--- src/inc/sbx_pkg.sv ---
// package for the subtract execution block: encodings, field positions,
// access bank split and the phase enumeration.
// assumes a 16-bit instruction word and an 8-bit data path with 4-bit bank select.
package sbx_pkg;

    // instruction word layout
    localparam int unsigned INSTR_W       = 16;           // program word width
    localparam int unsigned DATA_W        = 8;            // data path width
    localparam int unsigned BANK_W        = 4;            // bank select width
    localparam int unsigned ADDR_W        = 12;           // bank plus file address
    localparam int unsigned LIT_OPC_HI    = 15;           // literal opcode upper bit
    localparam int unsigned LIT_OPC_LO    = 8;            // literal opcode lower bit
    localparam int unsigned FILE_OPC_HI   = 15;           // file opcode upper bit
    localparam int unsigned FILE_OPC_LO   = 10;           // file opcode lower bit
    localparam int unsigned DEST_BIT      = 9;            // destination select bit
    localparam int unsigned ACCESS_BIT    = 8;            // bank access select bit
    localparam int unsigned NIB_HI        = 3;            // top bit of low nibble
    localparam int unsigned SIGN_BIT      = 7;            // sign bit of data byte

    // opcode values
    localparam logic [7:0]  LIT_OPC       = 8'h08;        // literal minus working register
    localparam logic [5:0]  FILE_OPC      = 6'h17;        // file minus working register

    // field values
    localparam logic        DEST_TO_W     = 1'b0;         // destination is working register
    localparam logic        USE_ACCESS    = 1'b0;         // resolve in the access bank

    // access bank split: low half maps to bank 0, high half to the top bank
    localparam logic [7:0]  ACCESS_SPLIT  = 8'h80;        // first address of upper half
    localparam logic [3:0]  ACCESS_LO_BNK = 4'h0;         // bank for the lower half
    localparam logic [3:0]  ACCESS_HI_BNK = 4'hF;         // bank for the upper half
    localparam logic [7:0]  ZERO_BYTE     = 8'h00;        // cleared data byte
    localparam logic [15:0] ZERO_WORD     = 16'h0000;     // cleared instruction word
    localparam logic [11:0] ZERO_ADDR     = 12'h000;      // cleared address

    // instruction cycle phases
    typedef enum logic [2:0] {
        PH_IDLE,
        PH_Q1,
        PH_Q2,
        PH_Q3,
        PH_Q4
    } sbx_phase_t;

endpackage : sbx_pkg

--- src/rtl/sbx_sub_exec.sv ---
// execution logic for the two subtract instructions of the core.
// assumes the core offers one instruction per start pulse, supplies the
// working register and bank select, and answers a memory read one cycle later.
//
// Overview of operation
// - literal opcode: literal minus W into W
// - literal op: one word, four-phase cycle
// - file opcode 010111 d a f: f minus W
// - dest bit 0: write W, keep file
// - dest bit 1: write back file register
// - access bit 0: access bank, ignore bank select
// - access bit 1: bank select chooses bank
// - file op: one word, four-phase cycle
// - borrow: carry clear, zero clear, negative follows result sign
// - zero sets zero and carry; positive sets carry
`timescale 1ns/10ps
module sbx_sub_exec
    import sbx_pkg::*;
#(
    parameter logic [7:0] ACCESS_SPLIT_P = sbx_pkg::ACCESS_SPLIT  // access bank split
)(
    input  wire logic                         i_clock,            // core clock, 100 MHz
    input  wire logic                         i_srst,             // synchronous reset, high
    input  wire logic                         i_start,            // instruction offered
    input  wire logic [sbx_pkg::INSTR_W-1:0]  i_instr,            // program word
    input  wire logic [sbx_pkg::DATA_W-1:0]   i_wreg,             // working register value
    input  wire logic [sbx_pkg::BANK_W-1:0]   i_bank_select_reg,  // bank select value
    input  wire logic [sbx_pkg::DATA_W-1:0]   i_mem_rdata,        // file read data
    output logic                              o_busy,             // cycle in progress
    output logic                              o_reject,           // start not taken
    output logic      [sbx_pkg::ADDR_W-1:0]   o_mem_addr,         // resolved file address
    output logic                              o_mem_rd,           // file read strobe
    output logic                              o_mem_we,           // file write strobe
    output logic      [sbx_pkg::DATA_W-1:0]   o_mem_wdata,        // file write data
    output logic                              o_wreg_we,          // working register write
    output logic      [sbx_pkg::DATA_W-1:0]   o_wreg_wdata,       // working register data
    output logic                              o_flags_we,         // status flags update
    output logic                              o_carry,            // carry, no borrow
    output logic                              o_digit_carry,      // digit carry flag
    output logic                              o_zero,             // zero flag
    output logic                              o_negative,         // negative flag
    output logic                              o_overflow_flag     // overflow flag
);
    import sbx_pkg::*;

    // decode helpers, used at accept time and during decode
    function automatic logic f_is_lit(input logic [INSTR_W-1:0] w);
        f_is_lit = (w[LIT_OPC_HI:LIT_OPC_LO] == LIT_OPC);
    endfunction : f_is_lit

    function automatic logic f_is_file(input logic [INSTR_W-1:0] w);
        f_is_file = (w[FILE_OPC_HI:FILE_OPC_LO] == FILE_OPC);
    endfunction : f_is_file

    sbx_phase_t          phase;           // current phase
    logic                go;              // start taken
    logic [INSTR_W-1:0]  instr_r;         // latched program word
    logic                is_file_r;       // decoded: file variant
    logic                dest_w_r;        // decoded: write to working register
    logic [DATA_W-1:0]   lit_r;           // literal operand
    logic [ADDR_W-1:0]   addr_r;          // resolved address
    logic [DATA_W-1:0]   result_r;        // registered difference
    logic [DATA_W-1:0]   minuend;         // operand for the subtractor
    logic [DATA_W-1:0]   diff;            // subtractor output
    logic                c_n;             // carry from subtractor
    logic                dc_n;            // digit carry from subtractor
    logic                z_n;             // zero from subtractor
    logic                n_n;             // negative from subtractor
    logic                ov_n;            // overflow from subtractor
    logic [BANK_W-1:0]   bank;            // chosen bank
    logic [DATA_W-1:0]   faddr;           // file address field

    // start is taken only when idle and the word is one of the two subtracts
    assign go       = i_start && (phase == PH_IDLE) && (f_is_lit(i_instr) || f_is_file(i_instr));
    assign o_reject = i_start && !go;
    assign o_busy   = (phase != PH_IDLE);

    sbx_phase_seq u_seq (
        .i_clock (i_clock),
        .i_srst  (i_srst),
        .i_go    (go),
        .o_phase (phase)
    );

    // latch the word when the start is taken
    always_ff @(posedge i_clock) begin
        if (i_srst) begin
            instr_r <= ZERO_WORD;
        end else if (go) begin
            instr_r <= i_instr;
        end
    end

    // q1 decode: variant and destination
    always_ff @(posedge i_clock) begin
        if (i_srst) begin
            is_file_r <= 1'b0;
            dest_w_r  <= 1'b0;
        end else if (phase == PH_Q1) begin
            is_file_r <= f_is_file(instr_r);
            // literal form always writes W; file form follows its dest bit
            dest_w_r  <= f_is_lit(instr_r) || (instr_r[DEST_BIT] == DEST_TO_W);
        end
    end

    // bank resolution: access bank split or bank select register
    always_comb begin
        faddr = instr_r[DATA_W-1:0];
        if (instr_r[ACCESS_BIT] == USE_ACCESS) begin
            bank = (faddr < ACCESS_SPLIT_P) ? ACCESS_LO_BNK : ACCESS_HI_BNK;
        end else begin
            bank = i_bank_select_reg;
        end
    end

    // q1 resolves the file address ready for the q2 read
    always_ff @(posedge i_clock) begin
        if (i_srst) begin
            addr_r <= ZERO_ADDR;
        end else if (phase == PH_Q1) begin
            addr_r <= {bank, faddr};
        end
    end

    // q2 reads the literal from the word
    always_ff @(posedge i_clock) begin
        if (i_srst) begin
            lit_r <= ZERO_BYTE;
        end else if (phase == PH_Q2) begin
            lit_r <= instr_r[DATA_W-1:0];
        end
    end

    // q2 read strobe for the file variant; data return in q3
    assign o_mem_rd   = (phase == PH_Q2) && is_file_r;
    assign o_mem_addr = addr_r;

    // q3 operand choice
    assign minuend = is_file_r ? i_mem_rdata : lit_r;

    sbx_sub_alu #(
        .WIDTH (DATA_W)
    ) u_alu (
        .i_minuend     (minuend),
        .i_subtrahend  (i_wreg),
        .o_diff        (diff),
        .o_carry       (c_n),
        .o_digit_carry (dc_n),
        .o_zero        (z_n),
        .o_negative    (n_n),
        .o_overflow    (ov_n)
    );

    // q3 process: register difference and flags
    always_ff @(posedge i_clock) begin
        if (i_srst) begin
            result_r        <= ZERO_BYTE;
            o_carry         <= 1'b0;
            o_digit_carry   <= 1'b0;
            o_zero          <= 1'b0;
            o_negative      <= 1'b0;
            o_overflow_flag <= 1'b0;
        end else if (phase == PH_Q3) begin
            result_r        <= diff;
            o_carry         <= c_n;
            o_digit_carry   <= dc_n;
            o_zero          <= z_n;
            o_negative      <= n_n;
            o_overflow_flag <= ov_n;
        end
    end

    // q4 write to the chosen destination
    assign o_wreg_we    = (phase == PH_Q4) && dest_w_r;
    assign o_mem_we     = (phase == PH_Q4) && !dest_w_r;
    assign o_flags_we   = (phase == PH_Q4);
    assign o_wreg_wdata = result_r;
    assign o_mem_wdata  = result_r;
endmodule : sbx_sub_exec

--- src/rtl/sbx_phase_seq.sv ---
// four-phase instruction cycle sequencer.
// assumes a start pulse only while idle; runs q1..q4 once per start.
`timescale 1ns/10ps
module sbx_phase_seq
    import sbx_pkg::*;
(
    input  wire logic              i_clock,   // core clock
    input  wire logic              i_srst,    // synchronous reset, high
    input  wire logic              i_go,      // accepted start, one cycle
    output sbx_pkg::sbx_phase_t    o_phase    // current phase
);
    sbx_phase_t phase_r;   // phase register
    sbx_phase_t phase_nxt; // next phase

    // next phase: one pass through the four phases per start
    always_comb begin
        case (phase_r)
            PH_IDLE: phase_nxt = i_go ? PH_Q1 : PH_IDLE;
            PH_Q1:   phase_nxt = PH_Q2;
            PH_Q2:   phase_nxt = PH_Q3;
            PH_Q3:   phase_nxt = PH_Q4;
            PH_Q4:   phase_nxt = PH_IDLE;
            default: phase_nxt = PH_IDLE;
        endcase
    end

    // phase register
    always_ff @(posedge i_clock) begin
        if (i_srst) begin
            phase_r <= PH_IDLE;
        end else begin
            phase_r <= phase_nxt;
        end
    end

    assign o_phase = phase_r;

endmodule : sbx_phase_seq

--- src/rtl/sbx_sub_alu.sv ---
// 8-bit subtractor: minuend minus working register, with status flags.
// assumes purely combinational use; the caller registers the outputs.
`timescale 1ns/10ps
module sbx_sub_alu
    import sbx_pkg::*;
#(
    parameter int unsigned WIDTH = 8                  // data width
)(
    input  wire logic [WIDTH-1:0] i_minuend,          // literal or file value
    input  wire logic [WIDTH-1:0] i_subtrahend,       // working register
    output logic      [WIDTH-1:0] o_diff,             // difference
    output logic                  o_carry,            // high when no borrow
    output logic                  o_digit_carry,      // high when no nibble borrow
    output logic                  o_zero,             // difference is zero
    output logic                  o_negative,         // difference sign
    output logic                  o_overflow          // signed overflow
);
    logic [WIDTH:0] wide; // difference with borrow bit

    // two's complement difference with borrow flags
    always_comb begin
        wide          = {1'b0, i_minuend} - {1'b0, i_subtrahend};
        o_diff        = wide[WIDTH-1:0];
        o_carry       = ~wide[WIDTH];
        o_digit_carry = (i_minuend[NIB_HI:0] >= i_subtrahend[NIB_HI:0]);
        o_zero        = (wide[WIDTH-1:0] == '0);
        o_negative    = wide[WIDTH-1];
        o_overflow    = (i_minuend[WIDTH-1] != i_subtrahend[WIDTH-1]) &&
                        (wide[WIDTH-1] != i_minuend[WIDTH-1]);
    end

endmodule : sbx_sub_alu

--- config.mk ---
export PLATFORM = sky130hd
export DESIGN_NAME = sbx_sub_exec
export DESIGN_NICKNAME = d
export VERILOG_FILES = /design/src/inc/sbx_pkg.sv /design/src/rtl/sbx_sub_exec.sv /design/src/rtl/sbx_phase_seq.sv /design/src/rtl/sbx_sub_alu.sv
export SDC_FILE = /design/constraint.sdc
export NUM_CORES = 1
export LEC_CHECK = 0
export ABC_AREA = 1
export BUFFER_PORTS_ARGS = -buffer_cell sky130_fd_sc_hd__buf_4
export CAP_MARGIN = 20
export CELL_PAD_IN_SITES_DETAIL_PLACEMENT = 1
export CELL_PAD_IN_SITES_GLOBAL_PLACEMENT = 1
export CORE_UTILIZATION = 33
export CTS_CLUSTER_SIZE = 14
export DETAILED_ROUTE_END_ITERATION = 8
export PLACE_DENSITY_LB_ADDON = 0.1
export SLEW_MARGIN = 30
export SYNTH_ARGS = -nofsm -noshare
export SYNTH_HDL_FRONTEND = slang
export SYNTH_SLANG_ARGS = --single-unit
export TNS_END_PERCENT = 20
--- constraint.sdc ---
create_clock -name i_clock -period 2 [get_ports i_clock]
set_input_delay 0.4 -clock i_clock [delete_from_list [all_inputs] [get_ports i_clock]]
set_output_delay 0.4 -clock i_clock [all_outputs]
set_load 0.05 [all_outputs]
Yosys cells after proc, flatten, opt, wreduce, memory -nomap -nowiden
Index checks and enable logic that the tools add are counted.
{"block": "classes", "add_sub_neg": 1, "multipliers": 0, "n_div": 0, "n_lt_le_gt_ge": 2, "eq_ne": 10, "shifts": 0, "mux": 5, "bitwise_logic": 2, "n_reduce_logical": 14}
{"op": "8-bit by 4-bit == test with 1-bit output (second input constant)", "n": 2}
{"op": "6-bit by 5-bit == test with 1-bit output (second input constant)", "n": 2}
{"op": "3-bit case mux with 4 select lines", "n": 1}
{"op": "8-bit by 8-bit subtractor with 9-bit output", "n": 1}
{"op": "8-bit zero test", "n": 1}
{"op": "8-bit less-than comparator (second input constant)", "n": 1}
{"op": "4-bit two-way mux", "n": 2}
{"op": "8-bit two-way mux", "n": 1}
{"op": "1-bit logical AND", "n": 7}
{"op": "3-bit by 2-bit == test with 1-bit output (second input constant)", "n": 2}
{"op": "4-bit >= comparator", "n": 1}
{"op": "3-bit by 1-bit == test with 1-bit output (second input constant)", "n": 1}
{"op": "3-bit == test (second input constant)", "n": 1}
{"op": "3-bit zero test", "n": 1}
{"op": "3-bit nonzero test", "n": 1}
{"op": "1-bit zero test", "n": 2}
{"op": "1-bit logical OR", "n": 2}
{"op": "1-bit != test", "n": 2}
{"op": "1-bit NOT", "n": 2}
{"op": "1-bit two-way mux", "n": 1}
{"block": "word_totals", "reg_bits": 54, "latchBits": 0, "ram_bits": 0, "romBits": 0, "input_bits": 39, "output_inout_bits": 39, "wordCells": 46, "mem_count": 0}

Depth between registers and ports, before layout
{"block": "depth", "word_depth": 5, "depth_mapped": 15, "depth_no_buf": 15}

Hierarchy
A second synthesis with hierarchy kept.
{"block": "unflattened", "cells_unflattened": 417, "hier_area_um2": 2807.7}
{"mod": "sbx_sub_exec", "instances": 1, "cells_per_inst": 303, "area_per_inst_um2": 2175.8, "seq_area_each_um2": 1021.0}
{"mod": "sbx_sub_alu", "instances": 1, "cells_per_inst": 97, "area_per_inst_um2": 514.2, "seq_area_each_um2": 0.0}
{"mod": "sbx_phase_seq", "instances": 1, "cells_per_inst": 17, "area_per_inst_um2": 117.6, "seq_area_each_um2": 60.1}

Least setup slack after synthesis
No wires, ideal clock.
{"block": "synth_timing", "kind": "register -> output", "start": "reg u_seq.phase_r[2], in the netlist u_seq.o_phase[2]", "end": "out o_mem_we", "t_arrival_ns": 2.392, "required_ns": 1.600, "path_slack_ns": -0.792, "path_stages_with_launch": 5, "path_buffers": 0, "path_cell_list": "dfxtp_1 -> inv_2 -> nor3_1 -> inv_1 -> nor2_1"}
{"block": "synth_via", "elab_chain_cells": 2}
{"element": "start: declaration", "line_no": "sbx_phase_seq.sv:12", "rtl": "sbx_phase_t phase_r;"}
{"element": "start signal: assignment", "line_no": "sbx_phase_seq.sv:32", "rtl": "phase_r <= phase_nxt;"}
{"element": "3-bit == test"}
{"element": "net o_flags_we", "line_no": "sbx_sub_exec.sv:37", "rtl": "output logic o_flags_we,"}
{"element": "1-bit logical AND", "line_no": "sbx_sub_exec.sv:175", "rtl": "assign o_mem_we = (phase == PH_Q4) && !dest_w_r;"}
{"element": "end: declaration", "line_no": "sbx_sub_exec.sv:33", "rtl": "output logic o_mem_we,"}
The timed path passes the listed nets, and every way through them passes these cells.

Worst setup path after layout
{"block": "layout_timing", "start": "reg is_file_r", "end": "reg o_zero"}
{"block": "layout_via", "elab_chain_cells": 3}
{"element": "start: declaration", "line_no": "sbx_sub_exec.sv:58", "rtl": "logic is_file_r;"}
{"element": "start signal: assignment", "line_no": "sbx_sub_exec.sv:100", "rtl": "is_file_r <= f_is_file(instr_r);"}
{"element": "8-bit two-way mux", "line_no": "sbx_sub_exec.sv:139", "rtl": "assign minuend = is_file_r ? i_mem_rdata : lit_r;"}
{"element": "8-bit by 8-bit subtractor with 9-bit output", "line_no": "sbx_sub_alu.sv:22", "rtl": "wide = {1'b0, i_minuend} - {1'b0, i_subtrahend};"}
{"element": "8-bit zero test", "line_no": "sbx_sub_alu.sv:26", "rtl": "o_zero = (wide[WIDTH-1:0] == '0);"}
{"element": "end signal: assignment", "line_no": "sbx_sub_exec.sv:167", "rtl": "o_zero <= z_n;"}
{"element": "end: declaration", "line_no": "sbx_sub_exec.sv:40", "rtl": "output logic o_zero,"}
No other way between the ends.
A chain may end at the register's enable or synchronous reset.

==> impl_metrics.csv <==
group,metric,value,unit
outcome,outcome,"finished clean",
placement,port_buffers,77,
critical_path,crit_path_end_kind,"register",
layout,fin_nets,482,
floorplan,rows,32,
clock_network,clkTransAtPathRegs,100,ps
sta,period_minus_slack,1980,ps
route,wirelength,6760,um
floorplan,die_x,91.0,um
logic_synthesis,netlist_instances,355,
power_and_ir_drop,leakagePower,1.69,nW
layout,drive_above_1_share,0.325,
critical_path,cp_slowest_cell,"fa_2",
power_and_ir_drop,p_int,1.59,mW
run,maxCapViolCount,0,
clock_network,clk_path_buf_depth,2,
route,drcViolationCount,0,
critical_path,crit_family,"adder cells",
critical_path,regToRegStartpoint,"is_file_r",
sta,grt_setup_unrepaired,"true",
sta,finClkSkew,14.2,ps
route,routed_via_density,4.65,
critical_path,path_buf_inv,2,
sta,worst_slew_pin_slew,368,ps
clock_network,cts_tree,"built",
floorplan,initial_core_util,0.340,
logic_synthesis,avgSynthCellArea,7.36,um2
critical_path,path_cells,"inv_4, o21ai_2, ha_2, inv_2, fa_2, nand2_2, nand2_2, nand3_2, nand2_2, nand2_1, nand2_1, nor2_1, nand3_1, a21oi_2",
sta,setup_viol,0,
global_routing,grtUsageTotal,0.174,
sta,drv_slew,0,
sta,hold_ws,294,ps
floorplan,core-area,7690,um2
power_and_ir_drop,ir_drop,304,uV
route,drt_pass1_iterations,4,
power_and_ir_drop,powerDensity,614,nW/um2
logic_synthesis,synth-seq-area-share,0.406,
clock_network,cts-root-buf,"clkbuf_8",
global_routing,grt_pass1_vias,2545,
power_and_ir_drop,clock_power_share,0.342,
clock_network,clock_sinks,53,
clock_network,clk_latency,310,ps
route,wire_per_inst,12.6,um
critical_path,start_kind,"register",
clock_network,cts_max_level,2,
sta,max_freq,504,MHz
placement,dpl.hpwl,5320,um
floorplan,chipHeight,91.0,um
sta,hold_viol_final,0,
logic_synthesis,synth_area,2610,um2
power_and_ir_drop,netSwitchingFraction,0.259,
critical_path,path_max_fanout,4,
logic_synthesis,synth_seq_cells,53,
min_path,hp-class,"in2reg",
critical_path,cp_common_cell,"nand2_2",
layout,postLayoutCoreUtil,0.455,
route,num_vias,2493,
power_and_ir_drop,comb_power_share,0.155,
clock_network,cts_hold_buf,0,
route,postRouteAntennaNets,0,
logic_synthesis,synth_fp_nets,404,
critical_path,crit_start,"is_file_r",
logic_synthesis,synth.distinct_cells,33,
floorplan,dieArea,8270,um2
sta,setup_tns,0,ps
global_routing,grt_max_degree,37,
critical_path,critPathRequiredTime,2260,ps
global_routing,grt_first_pass_wirelength,11500,um
critical_path,cp.arrival,2240,ps
route,drt_iter0_markers,33,
global_routing,overflow,0,
power_and_ir_drop,seq_power_share,0.503,
placement,gp_congestion,0.771,
layout,diodes,0,
min_path,holdCritStartpoint,"i_srst",
sta,post-route-period-util,0.992,
global_routing,antenna_found_initial,0,
sta,slew-limit-headroom,0.755,
clock_network,numCtsBuffers,5,
critical_path,max_stage_delay,430,ps
floorplan,io_pins,78,
critical_path,worst-setup-path-type,"reg2reg",
power_and_ir_drop,p_sw,0.556,mW
logic_synthesis,ys_warn_count,0,
layout,area_delta_synth_final,34.0,%
## through the flow
step,instance area (um2),worst slack [ps],total power [mW],cells
finish,3500,16.3,2.15,536
global route,3500,-119,2.26,536
CTS,3420,9.30,2.16,533
detailed placement,3300,-194,1.42,525
global placement,3300,-85.8,1.41,525
floorplan,2630,53.1,1.28,355
## cell type report
cell class | instances | area [um2]
fill | 978 | 4190
clock inverter | 2 | 38.8
timing repair buffer | 92 | 703
tap | 102 | 128
sequential | 53 | 1060
clock buffer | 6 | 72.6
inverter | 67 | 254
multi-input combinational | 214 | 1240
## synth_stat cells (all sizes together)
cell	number	area share
o21a	1	0.0029
ha	9	0.043
nand2	50	0.072
clkbuf	4	0.0057
and3	1	0.0024
a31oi	5	0.012
nor2	31	0.046
nor4	1	0.0024
inv	67	0.096
fa	1	0.0077
a211oi	1	0.0029
a21oi	32	0.067
o21bai	1	0.0029
nand3	18	0.039
buf	17	0.046
nor3	3	0.0096
o21ai	48	0.098
nand4	5	0.018
a41oi	1	0.0034
xor2	1	0.0034
or2	1	0.0024
dfxtp	53	0.41
o211ai	4	0.012
## cell families after synthesis
logic type	synth area share
xor gates and xnor gates	0.00335
and+or+nand+nor	0.191
buffers and inverters	0.148
AOI/OAI and AO/OA	0.200
DFF	0.406
adders and majority gates	0.0508
## metal layers
layer | routed length (um) | vias up | share of wire | GRT usage
met3 | 297 | 9 | 0.044 | 0.0402
li1 | - | 1292 | - | -
met5 | 0 | - | 0 | 0
met2 | 3350 | 60 | 0.50 | 0.312
met4 | 98 | 0 | 0.015 | 0.0476
met1 | 3010 | 1132 | 0.45 | 0.208
## cell usage in the layout, fill, tap and decap left out, types with 4 or more instances in the layout
cell      instances
buf_4            91
inv_1            59
dfxtp_1          52
nand2_1          45
o21ai_0          36
nor2_1           28
a21oi_1          26
nand3_1          14
inv_2             7
ha_1              7
o21ai_1           6
o21ai_2           6
a21oi_2           6
a31oi_1           5
nand2_2           5
clkbuf_8          5
o211ai_1          4
nand4_1           4
## power by group through the flow
stage | logic [mW] | registers [mW] | clock network, mW
floorplan | 0.154 | 1.13 | 0
global placement | 0.306 | 1.11 | 0
detailed placement | 0.314 | 1.11 | 0
CTS | 0.318 | 1.08 | 0.761
global route | 0.370 | 1.08 | 0.810
finish | 0.333 | 1.08 | 0.734
## sequential cells by signal, indices dropped and copies added, names as in the netlist
| register | cells |
|---|---|
| instr_r | 16 |
| o_overflow_flag | 1 |
| o_mem_addr | 12 |
| lit_r | 8 |
| o_carry | 1 |
| is_file_r | 1 |
| o_mem_wdata | 7 |
| o_digit_carry | 1 |
| o_zero | 1 |
| o_negative | 1 |
| dest_w_r | 1 |
| u_seq.o_phase | 3 |
## final timing paths
check                           endpoint  cells past startpoint  slack (ps)
worst max-delay path              o_zero                     14          20
worst min-delay path              o_zero                      2         290
worst max register to register    o_zero                     14          20
worst min register to register  dest_w_r                      1         430
## timing repair
action	4_1_cts	5_1_grt
resized for setup	6	23
setup buffers	0	3
pin swaps	0	10
setup endpoints to repair	3	5
(Power assumes the default switching activity.)
